`config.mk`:
```
export PLATFORM = sky130hd
export DESIGN_NAME = scu_store_cond
export DESIGN_NICKNAME = d
export VERILOG_FILES = /design/src/hw/scu_link_monitor.v /design/src/hw/scu_store_cond.v
export VERILOG_INCLUDE_DIRS = /design/src /design/src/hw
export SDC_FILE = /design/constraint.sdc
export NUM_CORES = 1
export LEC_CHECK = 0
export ABC_AREA = 1
export BUFFER_PORTS_ARGS = -buffer_cell sky130_fd_sc_hd__buf_2
export CAP_MARGIN = 20
export CORE_ASPECT_RATIO = 1.2
export CORE_MARGIN = 5
export CORE_UTILIZATION = 36
export CTS_BUF_LIST = sky130_fd_sc_hd__clkbuf_2 sky130_fd_sc_hd__clkbuf_4 sky130_fd_sc_hd__clkbuf_8
export DETAILED_ROUTE_END_ITERATION = 8
export SYNTH_ARGS = -nofsm -noshare
export SYNTH_HDL_FRONTEND = slang
export SYNTH_HIERARCHICAL = 1
export SYNTH_SLANG_ARGS = --single-unit
```
`constraint.sdc`:
```
create_clock -name sys_clk -period 2.06 [get_ports sys_clk]
set_input_delay 0.103 -clock sys_clk [delete_from_list [all_inputs] [get_ports sys_clk]]
set_output_delay 0.103 -clock sys_clk [all_outputs]
set_load 0.03 [all_outputs]
```
`src/hw/scu_map.vh`:
```
// constants for the conditional word store unit
`ifndef SCU_MAP_VH
`define SCU_MAP_VH
`define SCU_OP_STORE_COND 6'h38
`define SCU_OP_LOAD_LINKED 6'h30
`define SCU_OP_HI 31
`define SCU_OP_LO 26
`define SCU_BASE_HI 25
`define SCU_BASE_LO 21
`define SCU_SRC_HI 20
`define SCU_SRC_LO 16
`define SCU_OFS_HI 15
`define SCU_OFS_LO 0
`define SCU_EXC_NONE 3'h0
`define SCU_EXC_TLB_REFILL 3'h1
`define SCU_EXC_TLB_INVALID 3'h2
`define SCU_EXC_TLB_MODIFIED 3'h3
`define SCU_EXC_ADDR_ERROR 3'h4
`define SCU_EXC_WATCH 3'h5
`define SCU_BLOCK_SHIFT 4
`endif

```
`src/hw/scu_link_monitor.v`:
```
// link flag keeper: set by linked load, cleared by breaking events
`timescale 1ns/10ps
`default_nettype none
`include "scu_map.vh"
module scu_link_monitor #(
    parameter AW = 32,
    parameter BLOCK_SHIFT = `SCU_BLOCK_SHIFT
) (
    input wire sys_clk,
    input wire rst_n,
    input wire link_set,
    input wire [AW-1:0] link_paddr,
    input wire consume,
    input wire exception_return,
    input wire exception_taken,
    input wire snoop_store_valid,
    input wire [AW-1:0] snoop_store_paddr,
    output reg link_flag_reg,
    output reg [AW-1:0] link_addr_reg
);
    wire snoop_hit;
    // block compare; coarse block may give false failure, never false success
    assign snoop_hit = snoop_store_valid &&
        (snoop_store_paddr[AW-1:BLOCK_SHIFT] == link_addr_reg[AW-1:BLOCK_SHIFT]);
    // breaking events win over a linked load in the same cycle; plain loads, stores
    // and prefetches are not inputs here, so they never break the link
    always @(posedge sys_clk or negedge rst_n) begin
        if (!rst_n) begin
            link_flag_reg <= 1'b0;
            link_addr_reg <= {AW{1'b0}};
        end else if (exception_return || exception_taken || snoop_hit || consume) begin
            link_flag_reg <= 1'b0;
        end else if (link_set) begin
            link_flag_reg <= 1'b1;
            link_addr_reg <= link_paddr;
        end
    end
endmodule
`default_nettype wire

```
`src/hw/scu_store_cond.v`:
```
// conditional word store execution unit
`timescale 1ns/10ps
`default_nettype none
`include "scu_map.vh"
module scu_store_cond #(
    parameter AW = 32
) (
    input wire sys_clk,
    input wire rst_n,
    input wire issue_valid,
    input wire [31:0] issue_instr,
    input wire [31:0] base_value,
    input wire [31:0] source_value,
    input wire exception_return,
    input wire exception_taken,
    input wire xlate_done,
    input wire [AW-1:0] xlate_paddr,
    input wire [2:0] xlate_exc,
    input wire [2:0] cache_coherency_attribute,
    input wire mem_ack,
    input wire snoop_store_valid,
    input wire [AW-1:0] snoop_store_paddr,
    output reg busy,
    output reg xlate_req,
    output reg [31:0] xlate_vaddr,
    output reg mem_store_valid,
    output reg [AW-1:0] mem_store_paddr,
    output reg [31:0] mem_store_data,
    output reg [2:0] mem_store_attr,
    output reg wb_valid,
    output reg [4:0] wb_source_result_reg,
    output reg [31:0] wb_data,
    output reg exc_valid,
    output reg [2:0] exc_code,
    output reg [31:0] exc_vaddr,
    output reg link_flag
);
    localparam ST_IDLE = 4'h1;
    localparam ST_XLATE = 4'h2;
    localparam ST_STORE = 4'h4;
    localparam ST_DONE = 4'h8;

    ////////////////////////////////////////////////////////////////////////
    // decode helpers
    function is_op;
        input [31:0] instr;
        input [5:0] op;
        begin
            is_op = (instr[`SCU_OP_HI:`SCU_OP_LO] == op);
        end
    endfunction

    // only the permitted exception classes pass, others fold to none
    function [2:0] legal_exc;
        input [2:0] code;
        begin
            case (code)
                `SCU_EXC_TLB_REFILL, `SCU_EXC_TLB_INVALID, `SCU_EXC_TLB_MODIFIED,
                `SCU_EXC_ADDR_ERROR, `SCU_EXC_WATCH: legal_exc = code;
                default: legal_exc = `SCU_EXC_NONE;
            endcase
        end
    endfunction

    // instruction fields captured at issue, held through the whole attempt
    reg [3:0] state_reg;
    reg [4:0] rt_reg;
    reg [31:0] data_reg;
    reg [31:0] vaddr_reg;
    reg flag_sample_reg;

    // decode and address path, combinational from the issue cycle
    wire issue_sc;
    wire issue_ll;
    wire [31:0] eff_addr;
    wire misaligned;
    wire mon_flag;
    wire consume;

    assign issue_sc = issue_valid && (state_reg == ST_IDLE) && is_op(issue_instr, `SCU_OP_STORE_COND);
    // a linked load is seen in any state; no code-region check is made, so a pair
    // spread over a wide region is simply allowed to succeed
    assign issue_ll = issue_valid && is_op(issue_instr, `SCU_OP_LOAD_LINKED);
    assign eff_addr = base_value + {{16{issue_instr[`SCU_OFS_HI]}}, issue_instr[`SCU_OFS_HI:`SCU_OFS_LO]};
    assign misaligned = (eff_addr[1:0] != 2'h0);
    // an attempt that reaches translation uses up the link, pass or fail
    assign consume = (state_reg == ST_XLATE) && xlate_done;

    ////////////////////////////////////////////////////////////////////////
    // link flag keeper; a linked load uses its own base plus offset as address
    scu_link_monitor #(.AW(AW), .BLOCK_SHIFT(`SCU_BLOCK_SHIFT)) u_mon (
        .sys_clk(sys_clk),
        .rst_n(rst_n),
        .link_set(issue_ll),
        .link_paddr(eff_addr[AW-1:0]),
        .consume(consume),
        .exception_return(exception_return),
        .exception_taken(exception_taken),
        // only coherent agents report stores here; noncoherent I/O traffic is
        // invisible, so it cannot break the link
        .snoop_store_valid(snoop_store_valid),
        .snoop_store_paddr(snoop_store_paddr),
        .link_flag_reg(mon_flag),
        .link_addr_reg()
    );

    ////////////////////////////////////////////////////////////////////////
    // sequencer: decode, translate, sample flag once, store, write back
    always @(posedge sys_clk or negedge rst_n) begin
        if (!rst_n) begin
            state_reg <= ST_IDLE;
            rt_reg <= 5'h0;
            data_reg <= 32'h0;
            vaddr_reg <= 32'h0;
            flag_sample_reg <= 1'b0;
            busy <= 1'b0;
            xlate_req <= 1'b0;
            xlate_vaddr <= 32'h0;
            mem_store_valid <= 1'b0;
            mem_store_paddr <= {AW{1'b0}};
            mem_store_data <= 32'h0;
            mem_store_attr <= 3'h0;
            wb_valid <= 1'b0;
            wb_source_result_reg <= 5'h0;
            wb_data <= 32'h0;
            exc_valid <= 1'b0;
            exc_code <= 3'h0;
            exc_vaddr <= 32'h0;
            link_flag <= 1'b0;
        end else begin
            // one-cycle pulses fall back low unless a state raises them
            wb_valid <= 1'b0;
            exc_valid <= 1'b0;
            xlate_req <= 1'b0;
            link_flag <= mon_flag;
            case (state_reg)
                ST_IDLE: begin
                    if (issue_sc) begin
                        rt_reg <= issue_instr[`SCU_SRC_HI:`SCU_SRC_LO];
                        data_reg <= source_value;
                        vaddr_reg <= eff_addr;
                        // a misaligned attempt never reaches translation, so the link survives it
                        if (misaligned) begin
                            exc_valid <= 1'b1;
                            exc_code <= `SCU_EXC_ADDR_ERROR;
                            exc_vaddr <= eff_addr;
                        end else begin
                            busy <= 1'b1;
                            xlate_req <= 1'b1;
                            xlate_vaddr <= eff_addr;
                            state_reg <= ST_XLATE;
                        end
                    end
                end
                ST_XLATE: begin
                    if (xlate_done) begin
                        // a translation fault ends the attempt with no store and no result
                        if (legal_exc(xlate_exc) != `SCU_EXC_NONE) begin
                            exc_valid <= 1'b1;
                            exc_code <= legal_exc(xlate_exc);
                            exc_vaddr <= vaddr_reg;
                            busy <= 1'b0;
                            state_reg <= ST_IDLE;
                        end else begin
                            // one sample drives both the store and the result
                            flag_sample_reg <= mon_flag;
                            if (mon_flag) begin
                                mem_store_valid <= 1'b1;
                                mem_store_paddr <= xlate_paddr;
                                mem_store_data <= data_reg;
                                mem_store_attr <= cache_coherency_attribute;
                                state_reg <= ST_STORE;
                            end else begin
                                state_reg <= ST_DONE;
                            end
                        end
                    end
                end
                ST_STORE: begin
                    // result waits for memory to accept the word
                    if (mem_ack) begin
                        mem_store_valid <= 1'b0;
                        state_reg <= ST_DONE;
                    end
                end
                ST_DONE: begin
                    // result written last, after any store has been accepted
                    wb_valid <= 1'b1;
                    wb_source_result_reg <= rt_reg;
                    wb_data <= {31'h0, flag_sample_reg};
                    busy <= 1'b0;
                    state_reg <= ST_IDLE;
                end
                default: begin
                    // unreachable with one-hot codes; recover to idle
                    busy <= 1'b0;
                    state_reg <= ST_IDLE;
                end
            endcase
        end
    end
endmodule
`default_nettype wire

```
Yosys cells after proc, flatten, opt, wreduce, memory -nomap -nowiden
Index checks and enable logic that the tools add are counted.
- logic and storage cells: 110
- memories kept: 0
- RAM bits: 0
- bits in latches: 0
- bits in registers: 253
- output and inout port bits: 177
- ROM bits: 0
- magnitude comparators: 0
- div/mod/pow operators: 0
- $mul: 0
- add/subtract/negate cells: 1
- equality and inequality tests: 20
- reductions and logical operators: 23
- bitwise logic cells: 4
- shift operators: 0
- mux-type cells: 41
- operator list (operator ; count):
    $mux 32 ; 4
    $pmux 32 s2 ; 1
    $add 32x32->32 ; 1
    $eq 28x28->1 ; 1
    $mux 4 ; 6
    $mux 3 ; 7
    $mux 1 ; 18
    $reduce_and 5->1 ; 3
    $eq 6x6->1 const B ; 2
    $ne 2x2->1 const B ; 6
    $pmux 4 s3 ; 1
    $reduce_and 4->1 ; 2
    $reduce_bool 2->1 ; 4
    $eq 3x2->1 const B ; 2
    $eq 3x3->1 const B ; 2
    $pmux 3 s2 ; 1
    $reduce_and 3->1 ; 2
    $logic_and 1x1->1 ; 5
    $reduce_or 5->1 ; 1
    $eq 4x1->1 const B ; 1
    $eq 4x2->1 const B ; 1
    $eq 4x3->1 const B ; 1
    $eq 4x4->1 const B ; 1
    $ne 2x1->1 const B ; 2
    7 further kinds ; 14

Longest topological paths before layout
Gate-level depths: netlist of the first run.
- depth in word-level cells: 9
- gate-level depth with buffers: 14

Cells and area by module
The synthesis of the first run kept the hierarchy.
- modules (own cells, without submodules) (module ; seq. area each (um^2) ; area an instance (um^2) ; cells an instance ; times used):
    scu_store_cond ; 5506.5 ; 11402.2 ; 1398 ; 1
    scu_link_monitor ; 825.8 ; 1890.6 ; 263 ; 1

Worst setup path after synthesis of the first run
Ideal clock, no wire load.
- kind: input to register
- from: input port issue_instr[0]
- to: register exc_vaddr[11]
- slack: 0.194 ns
- setup time: 0.123 ns
- required time: 1.937 ns
- arrival time: 1.743 ns
- stages: 9
- cells stage by stage: ha_1 fa_1 nor2_1 inv_1 a21boi_4 buf_2 a21oi_1 o21ai_0 nand2_1
- cells in the longest elaborated chain, start to end: 4
- elaborated cells on any way between the ends: 7
- those cells by class: 1 x add/sub; 1 x eq/ne; 3 x mux; 2 x reduce/logical
- ends and longest elaborated chain (element ; RTL line ; RTL):
    start, declared ; scu_store_cond.v:11 ; input wire [31:0] issue_instr,
    $add 32x32->32 ; scu_store_cond.v:84 ; assign eff_addr = base_value + {{16{issue_instr[`SCU_OFS_HI]}}, issue_instr[`SCU_OFS_HI:`SCU_OFS_LO]};
    net eff_addr[1] ; scu_store_cond.v:75 ; wire [31:0] eff_addr;
    $reduce_bool 2->1 ; scu_store_cond.v:85 ; assign misaligned = (eff_addr[1:0] != 2'h0);
    $ne 2x2->1 (no source line) ; n/a ;
    $reduce_and 5->1 (no source line) ; n/a ;
    end signal, assigned ; scu_store_cond.v:146 ; exc_vaddr <= eff_addr;
    end signal, assigned ; scu_store_cond.v:161 ; exc_vaddr <= vaddr_reg;
    end, declared ; scu_store_cond.v:35 ; output reg [31:0] exc_vaddr,
The timed path passes the listed nets, and every way through them passes these cells. The select of a mux whose other input is x is not followed.
A chain may end at the register's enable or synchronous reset.

Final worst setup path of the first run
- from: register state_reg[0]
- to: register u_mon.link_addr_reg[10]
- cells in the longest elaborated chain, start to end: 5
- ends and longest elaborated chain (element ; RTL line ; RTL):
    start, declared ; scu_store_cond.v:66 ; reg [3:0] state_reg;
    start signal, assigned ; scu_store_cond.v:111 ; state_reg <= ST_IDLE;
    start signal, assigned ; scu_store_cond.v:151 ; state_reg <= ST_XLATE;
    start signal, assigned ; scu_store_cond.v:163 ; state_reg <= ST_IDLE;
    $eq 4x2->1 ; scu_store_cond.v:87 ; assign consume = (state_reg == ST_XLATE) && xlate_done;
    $logic_and 1x1->1 ; scu_store_cond.v:87 ;
    net consume ; scu_store_cond.v:78 ; wire consume;
    $logic_or 1x1->1 ; scu_link_monitor.v:31 ; end else if (exception_return || exception_taken || snoop_hit || consume) begin
    $not 1->1 (no source line) ; n/a ;
    $reduce_and 2->1 (no source line) ; n/a ;
    end signal, assigned ; scu_link_monitor.v:30 ; link_addr_reg <= {AW{1'b0}};
    end signal, assigned ; scu_link_monitor.v:35 ; link_addr_reg <= link_paddr;
    end, declared ; scu_link_monitor.v:19 ; output reg [AW-1:0] link_addr_reg
The timed path passes the listed nets, and every way through them passes these cells.

==> results of run 1 <==
-- cell type report --
type / instances / area (um^2) / area share [%]
Inverter: 206 / 773 / 4.49
Clock inverter: 8 / 68.8 / 0.400
Sequential cell: 249 / 6230 / 36.2
Clock buffer: 60 / 769 / 4.47
Multi-Input combinational cell: 1135 / 5720 / 33.2
Tap cell: 468 / 586 / 3.40
Timing Repair Buffer: 466 / 3060 / 17.8
-- tightest hold or removal path, cell delays in order --
cell and delay, ns:
buf_2 0.13, fa_1 0.23, nand2_1 0.06, nand2_1 0.06
-- final timing paths --
kind,startpoint,end,slack [ns],cells past startpoint
worst max-delay path,state_reg[0]$_DFFE_PN1P_,u_mon/link_addr_reg[10]$_DFFE_PN0P_,0.10,8
worst min-delay path,base_value[1],vaddr_reg[1]$_DFFE_PN0P_,0.07,4
worst max register to register,state_reg[0]$_DFFE_PN1P_,u_mon/link_addr_reg[10]$_DFFE_PN0P_,0.10,8
worst min register to register,exc_vaddr[30]$_DFFE_PN0P_,exc_vaddr[30]$_DFFE_PN0P_,0.47,2
max in group asynchronous,rst_n,vaddr_reg[29]$_DFFE_PN0P_,1.26,3
min in group asynchronous,rst_n,mem_store_data[0]$_DFFE_PN0P_,0.09,2
-- routing by layer --
layer,wire length (um),share of wire (%)
met1,17600,42
met2,20200,48
met4,1050,2.5
met5,32,0.077
met3,2930,7.0
-- where the power goes --
group          leakage, nW  switching, mW  internal, mW  total, mW
clock                0.450           1.94          2.51       4.45
sequential            3.33          0.329          5.40       5.73
combinational         6.54           1.85          1.04       2.89
-- per-stage QoR --
stage | utilization (%) | instances | cell area (um^2)
2_1_floorplan | - | 1675 | 13300
3_3_place_gp | 43.3 | 2442 | 15500
3_5_place_dp | 43.3 | 2442 | 15500
4_1_cts | 47.9 | 2592 | 17200
5_1_grt | 47.9 | 2592 | 17200
6_report | 47.9 | 2592 | 17200
-- timing repair --
item | in CTS | in global routing
gates resized for setup | 0 | 0
hold buffers | 82 | 0
setup buffers | 0 | 0
endpoints found under the hold margin | 330 | 0
==> flow_metrics.tcl, run 1 <==
set metrics [dict create \
    status "finished, final reports clean" \
    area_delta_synth_final_pct 31.0 \
    grt_pass1_wl_um 65100 \
    avgSynthCellArea_um2 7.99 \
    final_common_cell "nand2_1" \
    path_max_fanout 29 \
    cts_buffers 41 \
    finalSetupTns_ns 0 \
    routed_wirelength_um 41800 \
    synth_area_um2 13100 \
    crit_type "flop to flop" \
    min_path_type "input pin to flop" \
    worstPathRequired_ns 2.54 \
    layout_setup_ws_ns 0.100 \
    startpoint_type "flop" \
    final_cell_mix "nand2_1 (660), buf_2 (309), dfrtp_1 (248), inv_1 (198), nor2_1 (98)" \
    use_met2_pct 35.6 \
    vdd_drop_max_mv 0.329 \
    met3_usage_pct 3.53 \
    dieHeight_um 219 \
    clockBufferDepth 3 \
    cap_viol_max_count 0 \
    clk_pin_slew_ns 0.07 \
    cts_tree "yes" \
    grt_setup_unrepaired "false" \
    clock.fmax_mhz 510 \
    drt-wirelength-per-cell_um 16.1 \
    hold_violations 0 \
    initial_core_util_pct 36.5 \
    finalWeightedCongestion 0.889 \
    crit_arrival_ns 2.44 \
    ant_nets 0 \
    drt_iter0_drc 407 \
    crit_chain "inv_2 -> nand3_2 -> nor2_1 -> buf_4 -> nor3_4 -> buf_4 -> nand4_1 -> nand2_1" \
    total_power_mw 13.1 \
    htreeDepth 2 \
    n_fill_cell 3548 \
    place_ws_ns -0.110 \
    netlist_instances 1645 \
    period_share_pct 95.1 \
    clk_latency_ns 0.54 \
    yosysWarnings 6 \
    clk_root_buffer_cell "clkbuf_8" \
    grtUsageTotal_pct 20.3 \
    crit_top_cell "buf_4" \
    coreArea_um2 35900 \
    grt_overflow 0 \
    critPathSlowestCell "dfstp_2" \
    nets 2305 \
    ioPinCount 351 \
    die_area_um2 40400 \
    diodes 0 \
    grt_max_degree 62 \
    power_leakage_nw 10.3 \
    grt.busiest_layer "met2" \
    vias 11947 \
    setup_viol_count_final 0 \
    fin_crit_ns 1.96 \
    detail_route.vias_per_cell 4.61 \
    critPathCaptureType "flop" \
    io_buffers 310 \
    hpwl_um 31700 \
    grt_pass1_vias 12096 \
    skew_ns 0.0286 \
    powerDensity_nw_per_um2 760 \
    whs_ns 0.0726 \
    antenna_found_initial 2 \
    die_w_um 184 \
    drv_slew 0 \
    dr.pass1.iters 5 \
    crit_family "simple AND/OR/NAND/NOR gates" \
    cp_slowest_stage_delay_ns 0.54 \
    cp_num_buf_inv 3 \
    drc 0 \
    rows 76 \
    drive_gt1_share_pct 25.2 \
    clkSinkCount 249 \
    grt_util_met1_pct 25.7 \
]
No activity file was read; power rests on OpenSTA's default activity.
==> run 2: changes to the inputs <==
--- a/config.mk
+++ b/config.mk
@@ -6,7 +6,6 @@
 export SDC_FILE = /design/constraint.sdc
 export NUM_CORES = 1
 export LEC_CHECK = 0
-export ABC_AREA = 1
 export BUFFER_PORTS_ARGS = -buffer_cell sky130_fd_sc_hd__buf_2
 export CAP_MARGIN = 20
 export CORE_ASPECT_RATIO = 1.2
==> run 2 against run 1 <==
  * The flow now finishes with violations (setup timing)
  * Global-route usage up 1.3 points
  * Clock power up 2%
  * Final area up 6.5%
  * Combinational power up 12%
  * Maximum frequency down 23%
  * Worst hold slack worse by 0.023 ns
  * Critical path type unchanged
==> flow_metrics.tcl, run 2 <==
set metrics [dict create \
    slew_headroom_pct 57.1 \
    ioPinCount 351 \
    hpwl_um 30700 \
    die_w_um 178 \
    holdCritStartpoint "base_value[0]" \
    skew_ns 0.0180 \
    cts_buffers 40 \
    grt_util_met1_pct 25.9 \
    avgSynthCellArea_um2 10.3 \
    initial_core_util_pct 36.5 \
    crit_arrival_ns 2.97 \
    grt_max_degree 77 \
    vias 11028 \
    vdd_drop_max_mv 0.345 \
    clk_pin_slew_ns 0.06 \
    clockBufferDepth 3 \
    yosysWarnings 6 \
    period_share_pct 124 \
    clkSinkCount 249 \
    die_area_um2 37500 \
    grt_pass1_vias 11229 \
    critPathCaptureType "flop" \
    final_common_cell "buf_2" \
    detail_route.vias_per_cell 4.87 \
    comb_power_share_pct 24.2 \
    drc 0 \
    power_leakage_nw 9.65 \
    drv_slew 0 \
    netlist_instances 1178 \
    powerDensity_nw_per_um2 732 \
    p_sw_share_pct 30.8 \
    layout_setup_ws_ns -0.489 \
    antenna_found_initial 3 \
    fin_crit_ns 2.55 \
    drive_gt1_share_pct 45.7 \
    io_buffers 310 \
    hold_violations 0 \
    r2r_slack_ns -0.49 \
    min_path_type "input pin to flop" \
    dr.pass1.iters 5 \
    r2r-start "state_reg[0]$_DFFE_PN1P_" \
    area_delta_synth_final_pct 50.9 \
    met3_usage_pct 3.94 \
    startpoint_type "flop" \
    worst_slew_pin_slew_ns 0.643 \
    ant_nets 0 \
    clock.fmax_mhz 392 \
    internal_power_mw 9.28 \
    status "complete, but fails checks" \
    grt_overflow 0 \
    path_max_fanout 8 \
    pwr-share-clk_pct 33.8 \
    routed_wirelength_um 42500 \
    worstPathRequired_ns 2.48 \
    coreArea_um2 33200 \
    rows 73 \
    crit_type "flop to flop" \
    failed_checks "setup timing" \
    p_seq_share_pct 42.0 \
    final_cell_mix "buf_2 (309), dfrtp_1 (248), nand2_1 (212), buf_4 (192), dlygate4sd3_1 (83)" \
    p_switching_mw 4.14 \
    synth_area_um2 12200 \
    cap_viol_max_count 0 \
    setup_viol_count_final 221 \
    drt_iter0_drc 441 \
    nets 1992 \
    reg2reg_depth 7 \
    drt-wirelength-per-cell_um 18.8 \
    grtUsageTotal_pct 21.6 \
    hold_depth 4 \
    reg2reg_to "exc_vaddr[25]$_DFFE_PN0P_" \
    n_fill_cell 2932 \
    htreeDepth 2 \
    whs_ns 0.0498 \
    clk_root_buffer_cell "clkbuf_8" \
    grt_pass1_wl_um 63200 \
    finalWeightedCongestion 0.861 \
    total_power_mw 13.4 \
    dieHeight_um 211 \
    worstHoldEndpoint "exc_vaddr[0]$_DFFE_PN0P_" \
    clk_latency_ns 0.55 \
    grt_setup_unrepaired "true" \
    cts_tree "yes" \
    place_ws_ns -0.551 \
    use_met2_pct 38.9 \
    grt.busiest_layer "met2" \
]
run 2: what timing repair did:
| item | CTS | global route |
|---|---|---|
| hold endpoints to repair | 167 | 0 |
| hold buffers | 83 | 0 |
| resized for setup | 38 | 80 |
| pin swaps | 4 | 20 |
| setup buffers | 5 | 9 |
| setup endpoints to repair | 235 | 235 |
| gates cloned | 5 | 4 |
run 2: routing by layer:
metal / vias up / part of all wire (%)
li1: 5247 / -
met3: 69 / 6.2
met4: 4 / 3.1
met5: - / 0.063
met1: 5337 / 40
met2: 371 / 51
run 2: critical path, stage by stage, from the launching register on:
cell and delay [ns]:
dfstp_2 0.53, or4b_4 0.47, or4b_4 0.61, nor2_8 0.13
a21oi_4 0.08, buf_4 0.16, or3_1 0.31, o221a_2 0.14
run 2: final cells by class:
cell class                      instances  area [um^2]  share of cell area, %
Antenna cell                            1         2.50                 0.0137
Clock buffer                           56          721                   3.93
Timing Repair Buffer                  621         4520                   24.7
Multi-Input combinational cell        845         6040                   33.0
Clock inverter                         15          136                  0.744
Tap cell                              450          563                   3.07
Sequential cell                       249         6230                   34.0
Inverter                               29          111                  0.608
run 2: worst max-delay path by stage:
stage | startpoint | to | slack (ns) | cells past startpoint
floorplan | state_reg[0]$_DFFE_PN1P_ | exc_vaddr[29]$_DFFE_PN0P_ | -0.48 | 9
global placement | state_reg[0]$_DFFE_PN1P_ | exc_vaddr[18]$_DFFE_PN0P_ | -0.57 | 6
detailed placement | state_reg[0]$_DFFE_PN1P_ | exc_vaddr[18]$_DFFE_PN0P_ | -0.55 | 6
CTS | state_reg[0]$_DFFE_PN1P_ | exc_vaddr[27]$_DFFE_PN0P_ | -0.46 | 8
global route | state_reg[0]$_DFFE_PN1P_ | exc_vaddr[27]$_DFFE_PN0P_ | -0.54 | 8
finish | state_reg[0]$_DFFE_PN1P_ | exc_vaddr[25]$_DFFE_PN0P_ | -0.49 | 7
run 2: stage by stage:
step           setup TNS, ns  area, um^2  util [%]  std cells
2_1_floorplan         -36.60       12800         -       1208
3_3_place_gp          -62.73       15900      47.9       2090
3_5_place_dp          -65.20       15900      47.9       2090
4_1_cts               -47.41       17900      53.9       2254
5_1_grt               -65.47       18300      55.1       2266
6_report              -52.12       18300      55.1       2266
run 2: power groups by stage:
stage          clock [mW]  combinational [mW]  sequential, mW
2_1_floorplan           0                1.29            6.00
3_3_place_gp            0                3.00            5.69
3_5_place_dp            0                3.04            5.70
4_1_cts              4.68                3.20            5.62
5_1_grt              4.86                3.53            5.67
6_report             4.53                3.25            5.64
